`config.mk`:
```
export PLATFORM = sky130hd
export DESIGN_NAME = bts_status_regs
export DESIGN_NICKNAME = d
export VERILOG_FILES = /design/src/logic/bts_pkg.sv /design/src/logic/bts_temp_if.sv /design/src/logic/bts_temp_seq.sv /design/src/logic/bts_status_regs.sv
export SDC_FILE = /design/constraint.sdc
export NUM_CORES = 1
export LEC_CHECK = 0
export ABC_AREA = 1
export ABC_CLOCK_PERIOD_IN_PS = 1210
export BUFFER_PORTS_ARGS = -buffer_cell sky130_fd_sc_hd__buf_4
export CAP_MARGIN = 20
export CORE_MARGIN = 2
export CORE_UTILIZATION = 40
export CTS_CLUSTER_DIAMETER = 200
export CTS_CLUSTER_SIZE = 20
export DETAILED_ROUTE_END_ITERATION = 10
export PLACE_DENSITY = 0.7
export SYNTH_ARGS = -nofsm -noshare
export SYNTH_HDL_FRONTEND = slang
export SYNTH_SLANG_ARGS = --single-unit
```
`constraint.sdc`:
```
create_clock -name clock_i -period 1.21 [get_ports clock_i]
set_input_delay 0.0605 -clock clock_i [delete_from_list [all_inputs] [get_ports clock_i]]
set_output_delay 0.0605 -clock clock_i [all_outputs]
set_load 0.02 [all_outputs]
```
`src/logic/bts_pkg.sv`:
```
// Constants for the self-test pattern, PLL alarm, temperature monitor
// and lock-loss alarm register bank.
// Assumes a byte-wide register port from the serial programming logic.
//
// Behaviour
// RULE1: Pattern low byte at 1Dh, bit n is pattern bit n, resets to CCh.
// RULE2: Full 20-bit pattern joins 1Bh nibble, 1Ch byte and this byte.
// RULE3: Bit 7 at 1Fh reads PLL loss of lock, valid only when enabled.
// RULE4: PLL power, reset and lock report depend on transmitter enable bit 1.
// RULE5: Bit 1 at 20h powers the temperature monitor; reset leaves it off.
// RULE6: Rising edge on strobe bit 0 at 20h starts one conversion.
// RULE7: Software writes strobe 1 then 0 for each measurement.
// RULE8: Bits 3:0 at 21h return the result of the latest strobed conversion.
// RULE9: 4-bit temperature code with high and low alarm and warning bands.
// RULE10: Bits 3:0 at 30h hold one latched lock-loss bit per channel.
// RULE11: Global clear empties alarms, then reloads present and new alarms.
// RULE12: A latched lock-loss bit stays set until the next global clear.
package bts_pkg;

  // ----------------------------------------------------------------
  // Register offsets
  // ----------------------------------------------------------------
  localparam logic [7:0] ADDR_PATTERN_LOW = 8'h1D;
  localparam logic [7:0] ADDR_TX_ALARM    = 8'h1F;
  localparam logic [7:0] ADDR_TEMP_CTRL   = 8'h20;
  localparam logic [7:0] ADDR_TEMP_VALUE  = 8'h21;
  localparam logic [7:0] ADDR_LOCK_ALARM  = 8'h30;

  // ----------------------------------------------------------------
  // Field positions and reset values
  // ----------------------------------------------------------------
  localparam int         TX_UNLOCK_BIT    = 7;
  localparam int         TX_ENABLE_BIT    = 1;
  localparam int         TEMP_EN_BIT      = 1;
  localparam int         TEMP_STROBE_BIT  = 0;
  localparam logic [7:0] RST_PATTERN_LOW  = 8'hCC;
  localparam logic [6:0] RST_TX_ALARM     = 7'h00;
  localparam logic [3:0] RST_TEMP_CTRL    = 4'h0;
  localparam logic [3:0] RST_LOCK_UPPER   = 4'h0;
  localparam logic [3:0] RST_TEMP_CODE    = 4'h0;

  // ----------------------------------------------------------------
  // Temperature codes at band edges
  // ----------------------------------------------------------------
  localparam logic [3:0] TEMP_HIGH_ALARM_MIN = 4'hB;
  localparam logic [3:0] TEMP_HIGH_WARN      = 4'hA;
  localparam logic [3:0] TEMP_LOW_WARN       = 4'h2;
  localparam logic [3:0] TEMP_LOW_ALARM_MAX  = 4'h1;

  // ----------------------------------------------------------------
  // Conversion sequencer states
  // ----------------------------------------------------------------
  typedef enum logic [1:0] {
    BTS_IDLE = 2'b01,
    BTS_CONV = 2'b10
  } bts_state_t;

endpackage : bts_pkg

```
`src/logic/bts_temp_if.sv`:
```
// Interface between the register bank and the conversion sequencer.
// Assumes both ends run on the same clock.
`timescale 1ns/100ps
interface bts_temp_if;
  logic       enable;  // Monitor powered
  logic       start;   // One-cycle conversion request
  logic       busy;    // Conversion in flight
  logic       valid;   // One-cycle result strobe
  logic [3:0] code;    // Result code

  modport bank (output enable, output start, input busy, input valid, input code);
  modport seq  (input enable, input start, output busy, output valid, output code);
endinterface : bts_temp_if

```
`src/logic/bts_temp_seq.sv`:
```
// Temperature converter sequencer: drives the converter start and
// power pins and hands back the finished code.
// Assumes the converter raises its done pin for one or more cycles.
`timescale 1ns/100ps
module bts_temp_seq (
  input  wire logic       clock_i,
  input  wire logic       rstn_i,
  bts_temp_if.seq         tif,
  output logic            adc_power_o,
  output logic            adc_start_o,
  input  wire logic [3:0] adc_code_i,
  input  wire logic       adc_done_i
);

  bts_pkg::bts_state_t state_q, state_d;
  logic [3:0]          code_q,  code_d;
  logic                valid_q, valid_d;

  // Next state: request starts a conversion, done captures the code
  always_comb begin
    state_d = state_q;
    code_d  = code_q;
    valid_d = 1'b0;
    case (state_q)
      bts_pkg::BTS_IDLE: begin
        if (tif.start && tif.enable) begin // [RULE6]
          state_d = bts_pkg::BTS_CONV;
        end
      end
      bts_pkg::BTS_CONV: begin
        if (!tif.enable) begin // [RULE5]
          state_d = bts_pkg::BTS_IDLE;
        end else if (adc_done_i) begin
          code_d  = adc_code_i;
          valid_d = 1'b1;
          state_d = bts_pkg::BTS_IDLE;
        end
      end
      default: state_d = bts_pkg::BTS_IDLE;
    endcase
  end

  // State registers
  always_ff @(posedge clock_i or negedge rstn_i) begin
    if (!rstn_i) begin
      state_q <= bts_pkg::BTS_IDLE;
      code_q  <= bts_pkg::RST_TEMP_CODE;
      valid_q <= 1'b0;
    end else begin
      state_q <= state_d;
      code_q  <= code_d;
      valid_q <= valid_d;
    end
  end

  // Handshake outputs
  assign adc_power_o = tif.enable; // [RULE5]
  assign adc_start_o = (state_q == bts_pkg::BTS_IDLE) && tif.start && tif.enable; // [RULE6]
  assign tif.busy    = (state_q == bts_pkg::BTS_CONV);
  assign tif.valid   = valid_q;
  assign tif.code    = code_q;
endmodule : bts_temp_seq

```
`src/logic/bts_status_regs.sv`:
```
// Register bank for the self-test pattern low byte, self-test PLL alarm,
// temperature monitor and latched per-channel lock-loss alarms.
// Assumes a byte-wide register port driven by the serial programming logic,
// with write and read strobes one cycle wide.
`timescale 1ns/100ps
module bts_status_regs #(
  parameter int CHANNELS = 4
) (
  input  wire logic                clock_i,
  input  wire logic                rstn_i,
  input  wire logic [7:0]          reg_addr_i,
  input  wire logic [7:0]          reg_wdata_i,
  input  wire logic                reg_wr_i,
  input  wire logic                reg_rd_i,
  output logic [7:0]               reg_rdata_o,
  input  wire logic [3:0]          pattern_top_nibble_i,
  input  wire logic [7:0]          pattern_mid_byte_i,
  output logic [19:0]              user_pattern_o,
  input  wire logic [7:0]          selftest_tx_control_i,
  input  wire logic                pll_softreset_i,
  input  wire logic                selftest_pll_unlocked_i,
  output logic                     pll_power_o,
  output logic                     pll_reset_o,
  output logic                     adc_power_o,
  output logic                     adc_start_o,
  input  wire logic [3:0]          adc_code_i,
  input  wire logic                adc_done_i,
  output logic                     temp_high_alarm_o,
  output logic                     temp_high_warn_o,
  output logic                     temp_low_warn_o,
  output logic                     temp_low_alarm_o,
  input  wire logic                global_clear_i,
  input  wire logic [CHANNELS-1:0] channel_unlocked_i,
  output logic [CHANNELS-1:0]      channel_unlocked_latched_o
);

  // ----------------------------------------------------------------
  // Register state
  // ----------------------------------------------------------------
  logic [7:0]          pattern_byte_low_q, pattern_byte_low_d;
  logic [6:0]          tx_alarm_rw_q,      tx_alarm_rw_d;
  logic [3:0]          temp_ctrl_q,        temp_ctrl_d;
  logic [3:0]          temp_value_q,       temp_value_d;
  logic [3:0]          lock_upper_q,       lock_upper_d;
  logic [CHANNELS-1:0] lock_latched_q,     lock_latched_d;
  logic [CHANNELS-1:0] unlocked_prev_q;
  logic [7:0]          rdata_q,            rdata_d;
  logic                tx_enable;
  logic                selftest_pll_unlocked;
  logic                strobe_rise;
  logic                wr_temp_ctrl;

  bts_temp_if tif ();

  bts_temp_seq u_seq (
    .clock_i     (clock_i),
    .rstn_i      (rstn_i),
    .tif         (tif.seq),
    .adc_power_o (adc_power_o),
    .adc_start_o (adc_start_o),
    .adc_code_i  (adc_code_i),
    .adc_done_i  (adc_done_i)
  );

  // ----------------------------------------------------------------
  // Self-test transmitter
  // ----------------------------------------------------------------
  // Pattern assembly and PLL gating by the transmitter enable
  assign user_pattern_o = {pattern_top_nibble_i, pattern_mid_byte_i, pattern_byte_low_q}; // [RULE1] [RULE2]
  assign tx_enable      = selftest_tx_control_i[bts_pkg::TX_ENABLE_BIT];
  assign pll_power_o    = tx_enable; // [RULE4]
  assign pll_reset_o    = tx_enable && pll_softreset_i; // [RULE4]
  assign selftest_pll_unlocked = tx_enable && selftest_pll_unlocked_i; // [RULE3]

  // ----------------------------------------------------------------
  // Temperature monitor
  // ----------------------------------------------------------------
  // A write that moves the strobe from 0 to 1 requests a conversion
  assign wr_temp_ctrl = reg_wr_i && (reg_addr_i == bts_pkg::ADDR_TEMP_CTRL);
  assign strobe_rise  = wr_temp_ctrl && reg_wdata_i[bts_pkg::TEMP_STROBE_BIT]
                        && !temp_ctrl_q[bts_pkg::TEMP_STROBE_BIT]; // [RULE6] [RULE7]
  assign tif.start    = strobe_rise;
  assign tif.enable   = temp_ctrl_q[bts_pkg::TEMP_EN_BIT]; // [RULE5]

  // Band decode of the stored code
  assign temp_high_alarm_o = (temp_value_q >= bts_pkg::TEMP_HIGH_ALARM_MIN); // [RULE9]
  assign temp_high_warn_o  = (temp_value_q == bts_pkg::TEMP_HIGH_WARN); // [RULE9]
  assign temp_low_warn_o   = (temp_value_q == bts_pkg::TEMP_LOW_WARN); // [RULE9]
  assign temp_low_alarm_o  = (temp_value_q <= bts_pkg::TEMP_LOW_ALARM_MAX); // [RULE9]

  // ----------------------------------------------------------------
  // Lock-loss alarms
  // ----------------------------------------------------------------
  // Per channel: clear reloads present alarms, otherwise rising edges set
  genvar ch;
  generate
    for (ch = 0; ch < CHANNELS; ch++) begin : g_lock
      always_comb begin
        if (global_clear_i) begin
          lock_latched_d[ch] = channel_unlocked_i[ch]; // [RULE11]
        end else begin
          lock_latched_d[ch] = lock_latched_q[ch]
                               || (channel_unlocked_i[ch] && !unlocked_prev_q[ch]); // [RULE11] [RULE12]
        end
      end
    end
  endgenerate

  assign channel_unlocked_latched_o = lock_latched_q; // [RULE10]

  // ----------------------------------------------------------------
  // Register writes and reads
  // ----------------------------------------------------------------
  // Write decode, result capture and read mux
  always_comb begin
    pattern_byte_low_d = pattern_byte_low_q;
    tx_alarm_rw_d      = tx_alarm_rw_q;
    temp_ctrl_d        = temp_ctrl_q;
    lock_upper_d       = lock_upper_q;
    temp_value_d       = temp_value_q;
    rdata_d            = rdata_q;
    if (tif.valid) begin
      temp_value_d = tif.code; // [RULE8]
    end
    if (reg_wr_i) begin
      if (reg_addr_i == bts_pkg::ADDR_PATTERN_LOW) begin
        pattern_byte_low_d = reg_wdata_i; // [RULE1]
      end else if (reg_addr_i == bts_pkg::ADDR_TX_ALARM) begin
        tx_alarm_rw_d = reg_wdata_i[6:0];
      end else if (reg_addr_i == bts_pkg::ADDR_TEMP_CTRL) begin
        temp_ctrl_d = reg_wdata_i[3:0]; // [RULE5]
      end else if (reg_addr_i == bts_pkg::ADDR_LOCK_ALARM) begin
        lock_upper_d = reg_wdata_i[7:4];
      end
    end
    if (reg_rd_i) begin
      if (reg_addr_i == bts_pkg::ADDR_PATTERN_LOW) begin
        rdata_d = pattern_byte_low_q;
      end else if (reg_addr_i == bts_pkg::ADDR_TX_ALARM) begin
        rdata_d = {selftest_pll_unlocked, tx_alarm_rw_q}; // [RULE3]
      end else if (reg_addr_i == bts_pkg::ADDR_TEMP_CTRL) begin
        rdata_d = {4'h0, temp_ctrl_q};
      end else if (reg_addr_i == bts_pkg::ADDR_TEMP_VALUE) begin
        rdata_d = {4'h0, temp_value_q}; // [RULE8]
      end else if (reg_addr_i == bts_pkg::ADDR_LOCK_ALARM) begin
        rdata_d = {lock_upper_q, 4'(lock_latched_q)}; // [RULE10]
      end else begin
        rdata_d = 8'h00;
      end
    end
  end

  // Register bank flip-flops
  always_ff @(posedge clock_i or negedge rstn_i) begin
    if (!rstn_i) begin
      pattern_byte_low_q <= bts_pkg::RST_PATTERN_LOW; // [RULE1]
      tx_alarm_rw_q      <= bts_pkg::RST_TX_ALARM;
      temp_ctrl_q        <= bts_pkg::RST_TEMP_CTRL; // [RULE5]
      temp_value_q       <= bts_pkg::RST_TEMP_CODE;
      lock_upper_q       <= bts_pkg::RST_LOCK_UPPER;
      lock_latched_q     <= '0;
      unlocked_prev_q    <= '0;
      rdata_q            <= 8'h00;
    end else begin
      pattern_byte_low_q <= pattern_byte_low_d;
      tx_alarm_rw_q      <= tx_alarm_rw_d;
      temp_ctrl_q        <= temp_ctrl_d;
      temp_value_q       <= temp_value_d;
      lock_upper_q       <= lock_upper_d;
      lock_latched_q     <= lock_latched_d;
      unlocked_prev_q    <= channel_unlocked_i;
      rdata_q            <= rdata_d;
    end
  end

  assign reg_rdata_o = rdata_q;
endmodule : bts_status_regs

```
# Yosys cells after proc, flatten, opt, wreduce, memory -nomap -nowiden
# Cells that the tools add are included.
[op_classes] muxes=16 order_cmp=2 bitwise_logic=3 reduce_logical=27 eq_ne=11
[ops] operator="two-way mux 8 bit" count=5
[ops] operator="== test 8 x 6 -> 1 bit (second input constant)" count=3
[ops] operator="== test 8 x 5 -> 1 bit (second input constant)" count=2
[ops] operator="logical AND 1 bit" count=12
[ops] operator="two-way mux 1 bit" count=7
[ops] operator="two-way mux 2 bit" count=3
[ops] operator="AND reduction 3 bit" count=2
[ops] operator="zero test 1 bit" count=5
[ops] operator="AND reduction 5 bit" count=1
[ops] operator="== test 4 x 2 -> 1 bit (second input constant)" count=1
[ops] operator="== test 4 bit (second input constant)" count=1
[ops] operator=">= comparator 4 bit (second input constant)" count=1
[ops] operator="less-or-equal comparator 4 x 1 -> 1 bit (second input constant)" count=1
[ops] operator="logical OR 1 bit" count=4
[ops] operator="case mux 2 bit (2 select lines)" count=1
[ops] operator="AND reduction 2 bit" count=2
[ops] operator="AND reduction 4 bit" count=1
[ops] operator="inequality test 3 bit (second input constant)" count=1
[ops] operator="inverter 1 bit" count=3
[ops] operator="== test 2 x 1 -> 1 bit (second input constant)" count=1
[ops] operator="== test 2 bit (second input constant)" count=1
[ops] operator="inequality test 2 x 1 -> 1 bit (second input constant)" count=1
[word_totals] elab_cells=70 register_bits=50 output_inout_bits=40 inputBits=52

# Longest topological paths before layout
# Gate-level depths: netlist of the first run.
[logic_depth] depth_word=7 depth_mapped=10 depth_no_buf=10

# Cells and area by module
# Synthesis of the first run repeated with hierarchy kept, for this count alone.
[unflattened] hier_cells=296 area_unflattened_um2=2501.1
[modules_own_cells] mod="bts_status_regs" seq_area_each_um2=1081.0 cells_each=259 instances=1 area_per_inst_um2=2184.6
[modules_own_cells] mod="bts_temp_seq" seq_area_each_um2=176.4 cells_each=37 instances=1 area_per_inst_um2=316.6

# Least setup slack after synthesis of the first run
# No wires, ideal clock.
[synth_path] path_kind="reg2out" startpoint="register temp_ctrl_q[1]" endpoint="output adc_start_o" arrival_time_ns=1.048 required_time_ns=1.150 path_buffers=0 path_slack_ns=0.101 stages_incl_launch_ff=5 path_cell_list="dfrtp_1 -> inv_1 -> nor2_1 -> nand4_1 -> nor2_1"
[synth_via] elab_chain_len=1
[synth_lines] item="start: declaration" line="bts_status_regs.sv:42" text="logic [3:0] temp_ctrl_q, temp_ctrl_d;"
[synth_lines] item="start signal: assignment" line="bts_status_regs.sv:158" text="temp_ctrl_q <= bts_pkg::RST_TEMP_CTRL;"
[synth_lines] item="start signal: assignment" line="bts_status_regs.sv:167" text="temp_ctrl_q <= temp_ctrl_d;"
[synth_lines] item="logical AND 1 bit" line="bts_temp_seq.sv:58" text="assign adc_start_o = (state_q == bts_pkg::BTS_IDLE) && tif.start && tif.enable;"
[synth_lines] item="end: declaration" line="bts_status_regs.sv:25" text="output logic adc_start_o,"
# Every way passes these cells.

# Final worst setup path of the first run
[layout_path] startpoint="register u_seq.state_q[0]" endpoint="output adc_start_o"
[layout_via] elab_chain_len=3
[layout_lines] item="start: declaration" line="bts_temp_seq.sv:15" text="bts_pkg::bts_state_t state_q, state_d;"
[layout_lines] item="start signal: assignment" line="bts_temp_seq.sv:46" text="state_q <= bts_pkg::BTS_IDLE;"
[layout_lines] item="start signal: assignment" line="bts_temp_seq.sv:50" text="state_q <= state_d;"
[layout_lines] item="== test 2 x 1 -> 1 bit" line="bts_temp_seq.sv:58"
[layout_lines] item="logical AND 1 bit (2 in series)" line="bts_temp_seq.sv:58"
# Every way passes these cells.

==> flow_summary.ini, run 1 <==
[detailed_routing]
drtIter0Drc = 104
wl_mm = 5.31
ant_nets = 0
first_pass_iters = 5
vias = 1992
drt_drc_violations_left = 0
viasPerCell = 4.57
wire_per_inst_um = 12.2

[die]
rows = 28
die_height_um = 82.1
dieArea_mm2 = 0.00675
core_area_mm2 = 0.00592
chipWidth_um = 82.1
num_io_pins = 92
start_util = 0.413

[run_status]
violations = setup timing
run_status = finished with violations

[cts]
clock-sinks = 50
cts_made_buffers = 5
path_clk_slew_ns = 0.09
cts_max_level = 2
cts_tree = done
root_buffer = clkbuf_8
cts_buffer_depth = 2
clk_latency_ns = 0.30

[power]
clockPowerShare = 0.305
seq_power_share = 0.567
power.switching_uw = 792
ir_drop_mv = 0.470
power_frac_comb = 0.127
p_per_area_mw_per_mm2 = 980
p_leak_uw = 0.00166
p_int_uw = 2330
switching_share = 0.254
fin_total_pwr_uw = 3120

[global_route]
grt_pass1_vias = 1967
grt_pass1_wl_mm = 8.73
antenna_found_initial = 0
grt.total_usage = 0.172
gr-total-overflow = 0
grt_max_degree = 35

[final_layout]
n_antenna_cell = 0
nNetsFinal = 412
drive_gt1_frac = 0.355
area_growth_pct = 30.3
seq_area_mm2 = 0.00126
fin_util = 0.537
final_common_cell = nand2_1
fillerInstances = 574
multi_input_area_um2 = 931
final_cell_area_mm2 = 0.00318
layout_common_cells = nand2_1, buf_4, dfrtp_1

[placed_design]
dp_slack_ns = 0.0304
io_buffers = 60
placed_area_mm2 = 0.00293
gp_congestion = 0.793
dp_hpwl_mm = 3.81

[worst_setup_path]
r2r_cells = 6
reg2reg_from = temp_ctrl_q[1]$_DFFE_PN0P_
crit_arrival_ns = 1.22
critPathLaunchType = register
crit_type = reg -> out
r2r_setup_slack_ns = 0.12
cp.required_ns = 1.15
path_max_fanout = 2
critPathCaptureType = output pin
reg2reg_to = u_seq.tif.code[1]$_DFFE_PN0P_

[timing]
finalHoldViolCount = 0
final-max-slew-violation-count = 0
grt_setup_unrepaired = true
layout_setup_ws_ns = -0.0732
post-route-min-period_ns = 1.28
worstMarginPinSlew_ns = 0.315
skew_ns = 0.00734
fmax_mhz = 779
finalCritPeriodShare = 1.06
relSlewSlack = 0.789
finalSetupViolCount = 1

[hold_path]
hold_start = reg_rd_i
hold_class = in -> reg
holdPathStages = 3
hold_end = reg_rdata_o[2]$_DFFE_PN0P_

[yosys]
synth_edf_count = 0
syn_inst = 286
synthTopCellsByArea = dfrtp_1, nand2_1, dfstp_2
syn_area_per_cell_um2 = 8.54
async_flop_share = 1.00
synth_seq_cells = 50
synth.distinct_cells = 26
ys.flop_type = dfrtp_1
synthesis.area_mm2 = 0.00244
synth_top_area_frac = 0.461
syn-num-nets = 338
ys_seq_area_frac = 0.515
yosysTopAreaCell = dfrtp_1
yosys_warnings = 0

[job]
maxCapViolations = 0
==> routing by layer <==
| metal | routed length, µm | vias to the layer above | GRT usage |
|---|---|---|---|
| li1 | - | 1035 | - |
| met1 | 2450 | 907 | 0.223 |
| met2 | 2550 | 42 | 0.274 |
| met3 | 234 | 8 | 0.0337 |
| met4 | 74 | 0 | 0.0867 |
| met5 | 0 | - | 0 |
==> per-stage QoR <==
stage          hold WS [ns]  cells  setup TNS [ns]
3_5_place_dp        -0.0580    412               0
2_1_floorplan        -0.235    286               0
5_1_grt              0.0235    436          -0.220
4_1_cts              0.0143    433         -0.0625
6_report             0.0234    436         -0.0732
3_3_place_gp        -0.0617    412               0
==> cells by family (layout without fill, tap and decap cells) <==
| group | Yosys count | in the layout | synth area share |
|---|---|---|---|
| simple gates | 146 | 146 | 0.273 |
| buf+inv | 53 | 128 | 0.111 |
| flops | 50 | 50 | 0.515 |
| compound gates | 36 | 36 | 0.0968 |
| mux | 1 | 1 | 0.00461 |
==> power groups by stage <==
stage	sequential, µW	clock [µW]	combinational, µW
6_report	1770	952	397
5_1_grt	1780	1050	441
4_1_cts	1770	982	398
3_5_place_dp	1800	0	362
3_3_place_gp	1800	0	355
2_1_floorplan	1830	0	182
==> worst max path at each step <==
stage | start | end
final | u_seq.state_q[0]$_DFFE_PN1P_ | adc_start_o
after global routing | u_seq.state_q[0]$_DFFE_PN1P_ | adc_start_o
after CTS | u_seq.state_q[0]$_DFFE_PN1P_ | adc_start_o
after detailed placement | reg_addr_i[1] | pattern_byte_low_q[0]$_DFFE_PN0P_
after global placement | reg_addr_i[1] | pattern_byte_low_q[4]$_DFFE_PN0P_
after floorplan | temp_ctrl_q[1]$_DFFE_PN0P_ | adc_start_o
==> sequential cells by signal (all words and copies together), names as in the netlist <==
register	flops
u_seq.tif.code	4
u_seq.tif.valid	1
temp_ctrl_q	4
u_seq.state_q	2
pattern_byte_low_q	8
lock_upper_q	4
unlocked_prev_q	4
channel_unlocked_latched_o	4
tx_alarm_rw_q	7
temp_value_q	4
reg_rdata_o	8
==> area by class of cell <==
type                    count  area share
repair buffers             83       0.210
clock buffers               6      0.0228
well taps                  75      0.0295
inverters                  37      0.0460
clock inverters             2     0.00433
flip-flops and latches     50       0.395
multi-input cells         183       0.293
==> critical path, stage by stage (launching register included) <==
cell and delay, ns:
dfstp_2 0.54, nand4_1 0.11, nor2_1 0.12, buf_4 0.15
==> cells in the mapped netlist (5+ instances only) <==
library cell   n
dfstp_2        5
nand3_1       24
nand2_1       91
o21ai_0       11
o21ai_2       15
inv_1         30
inv_2          5
buf_4         13
nor2_1        16
dfrtp_1       45
o21ai_1        9
==> repair_timing <==
| action | 4_1_cts | 5_1_grt |
|---|---|---|
| pin swaps | 2 | 3 |
| hold buffers | 11 | 0 |
| endpoints found under the setup margin | 2 | 6 |
| hold endpoints to repair | 57 | 0 |
| setup buffers | 2 | 4 |
| resized for setup | 4 | 6 |
Power figures use the tool's default switching activity.
==> inputs of run 2 (changes only) <==
Settings changed: ABC_AREA 1 to unset, GPL_TIMING_DRIVEN set to 1, PLACE_DENSITY 0.7 to 0.71.
==> run 2 against run 1 <==
Effect of this change: critical endpoint unchanged; largest cell class unchanged; the flow still finishes with violations (setup timing); flip-flop and latch count is the same; hold slack lost 0.018 ns; core utilization grew 3.6 points; highest routed layer unchanged; clock-buffer cell count grew 1.
==> flow_summary.ini, run 2 <==
[placed_design]
placed_area_mm2 = 0.00292
dp_hpwl_mm = 3.74
io_buffers = 60
dp_cells = 335
gp_congestion = 0.762

[hold_path]
hold_class = in -> reg
hold_end = u_seq.state_q[0]$_DFFE_PN1P_
holdPathStages = 3
hold_start = adc_done_i

[timing]
grt_setup_unrepaired = true
finalHoldViolCount = 0
layout_setup_ws_ns = -0.230
relSlewSlack = 0.580
skew_ns = 0.00934
worstMarginPinSlew_ns = 0.630
finalSetupViolCount = 3
fmax_mhz = 694
finalCritPeriodShare = 1.19
final-max-slew-violation-count = 0
post-route-min-period_ns = 1.44

[cts]
path_clk_slew_ns = 0.08
cts_max_level = 2
cts_buffer_depth = 2
clock-sinks = 50
cts_made_buffers = 5
clk_latency_ns = 0.30
root_buffer = clkbuf_8
cts_tree = done

[worst_setup_path]
slowest_stage = dfstp_2
crit_arrival_ns = 1.38
critPathLaunchType = register
r2r_cells = 5
r2r_setup_slack_ns = 0.06
crit_type = reg -> out
crit_path_max_incr_delay_ns = 0.55
worst-path-buf-inv = 1
cp_cell_sequence = nor3b_2 -> nand3_1 -> nor2_4 -> buf_6
reg2reg_from = temp_value_q[2]$_DFFE_PN0P_
path_max_fanout = 3
cp.required_ns = 1.15
crit_family = flip-flops
critPathCaptureType = output pin
reg2reg_to = reg_rdata_o[2]$_DFFE_PN0P_

[power]
power_frac_comb = 0.140
clockPowerShare = 0.305
seq_power_share = 0.555
power.switching_uw = 776
p_per_area_mw_per_mm2 = 999
p_int_uw = 2440
p_leak_uw = 0.00157
switching_share = 0.241
fin_total_pwr_uw = 3220
ir_drop_mv = 0.567

[final_layout]
drive_gt1_frac = 0.484
final_cell_count_no_fill = 361
nNetsFinal = 340
n_antenna_cell = 0
layout_common_cells = buf_4, dfrtp_1, mux2_2
area_growth_pct = 36.7
final_cell_area_mm2 = 0.00322
final_common_cell = buf_4

[detailed_routing]
drt_drc_violations_left = 0
first_pass_iters = 4
viasPerCell = 4.98
wire_per_inst_um = 14.3
vias = 1799
ant_nets = 0
wl_mm = 5.17
drtIter0Drc = 87

[job]
maxCapViolations = 0

[yosys]
synth_seq_cells = 50
ys.flop_type = dfrtp_1
synth.distinct_cells = 33
syn_area_per_cell_um2 = 11.4
synth_top_family_by_area = multiplexers
ys_seq_area_frac = 0.534
yosys_warnings = 0
synth_edf_count = 0
synthTopCellsByCount = dfrtp_1, mux2_2, nand2_1
synthMostInstantiatedCell = dfrtp_1
yosys-mux-area-fraction = 0.165
synth_top_area_frac = 0.478
synthesis.area_mm2 = 0.00235
yosysTopAreaCell = dfrtp_1
async_flop_share = 1.00
synthTopCellsByArea = dfrtp_1, mux2_2, dfstp_2
syn_inst = 207
synth-adder-area-share = 0
synth-simple-area-share = 0.139
synth_compound_area_frac = 0.0808
syn-num-nets = 259
synth-xor-area-share = 0

[global_route]
grt_pass1_vias = 1818
gr-total-overflow = 0
antenna_found_initial = 0
grt.total_usage = 0.165
grt_pass1_wl_mm = 8.20
grt_max_degree = 51

[run_status]
violations = setup timing
run_status = finished with violations

[die]
core_area_mm2 = 0.00561
die_height_um = 80.7
rows = 27
dieArea_mm2 = 0.00651
start_util = 0.420
chipWidth_um = 80.7
num_io_pins = 92
## run 2: cell count changes after synthesis, sizes merged, moves of 7 or more
cell / change
nand2: -76
mux2: +30
nand3: -25
o21ai: -23
inv: -20
a21oi: +8
nor2: -7
## run 2: timing repair
action / CTS / global route
hold endpoints to repair: 59 / 3
hold buffers: 12 / 2
setup buffers: 4 / 0
resized for setup: 5 / 8
pin swaps: 3 / 4
setup endpoints to repair: 4 / 11
## run 2: cell families after synthesis
family	after synthesis
and+or+nand+nor	55
muxes	35
DFF	50
AOI/OAI and AO/OA	33
buffers and inverters	34
## run 2: area by class of cell
type                            instances  area [µm²]
Clock buffer                            7        86.3
Inverter                               16        60.1
Sequential cell                        50        1260
Multi-Input combinational cell        123         981
Clock inverter                          1        5.00
Timing Repair Buffer                   92         733
Fill cell                             495        2390
Tap cell                               72        90.1
## run 2: worst max-delay path by stage
stage                                 start                                end  cells past startpoint
4_1_cts        u_seq.state_q[0]$_DFFE_PN1P_                        adc_start_o                      4
3_5_place_dp                  reg_addr_i[2]         reg_rdata_o[2]$_DFFE_PN0P_                      5
2_1_floorplan                 reg_addr_i[6]  pattern_byte_low_q[0]$_DFFE_PN0P_                      5
6_report       u_seq.state_q[0]$_DFFE_PN1P_                        adc_start_o                      4
5_1_grt        u_seq.state_q[0]$_DFFE_PN1P_                        adc_start_o                      4
3_3_place_gp                  reg_addr_i[2]         reg_rdata_o[3]$_DFFE_PN0P_                      5
## run 2: metal layers
layer / global-route usage / routed length (µm) / vias up
met5: 0 / 0 / -
met4: 0.0780 / 91 / 0
met3: 0.0326 / 296 / 13
met2: 0.271 / 2490 / 51
met1: 0.210 / 2290 / 865
li1: - / - / 870
## run 2: metrics by stage
| stage | hold slack (ns) | setup TNS, ns | setup WS, ns | utilization |
|---|---|---|---|---|
| floorplan | -0.235 | -0.217 | -0.0315 | - |
| global placement | 0.117 | -1.73 | -0.146 | 0.521 |
| detailed placement | 0.121 | -2.29 | -0.181 | 0.521 |
| CTS | 0.00125 | -0.385 | -0.232 | 0.566 |
| global route | 0.00145 | -0.668 | -0.306 | 0.574 |
| finish | 0.00564 | -0.376 | -0.230 | 0.574 |
## run 2: power groups by stage
stage | clock, µW | sequential (µW) | combinational [µW]
floorplan | 0 | 1850 | 195
global placement | 0 | 1820 | 411
detailed placement | 0 | 1820 | 418
CTS | 1020 | 1790 | 451
global route | 1080 | 1790 | 493
finish | 981 | 1790 | 449
## run 2: worst min-delay path, cell delays in order
cell and delay (ns):
buf_4 0.08, nor4bb_1 0.04, nor2_1 0.08
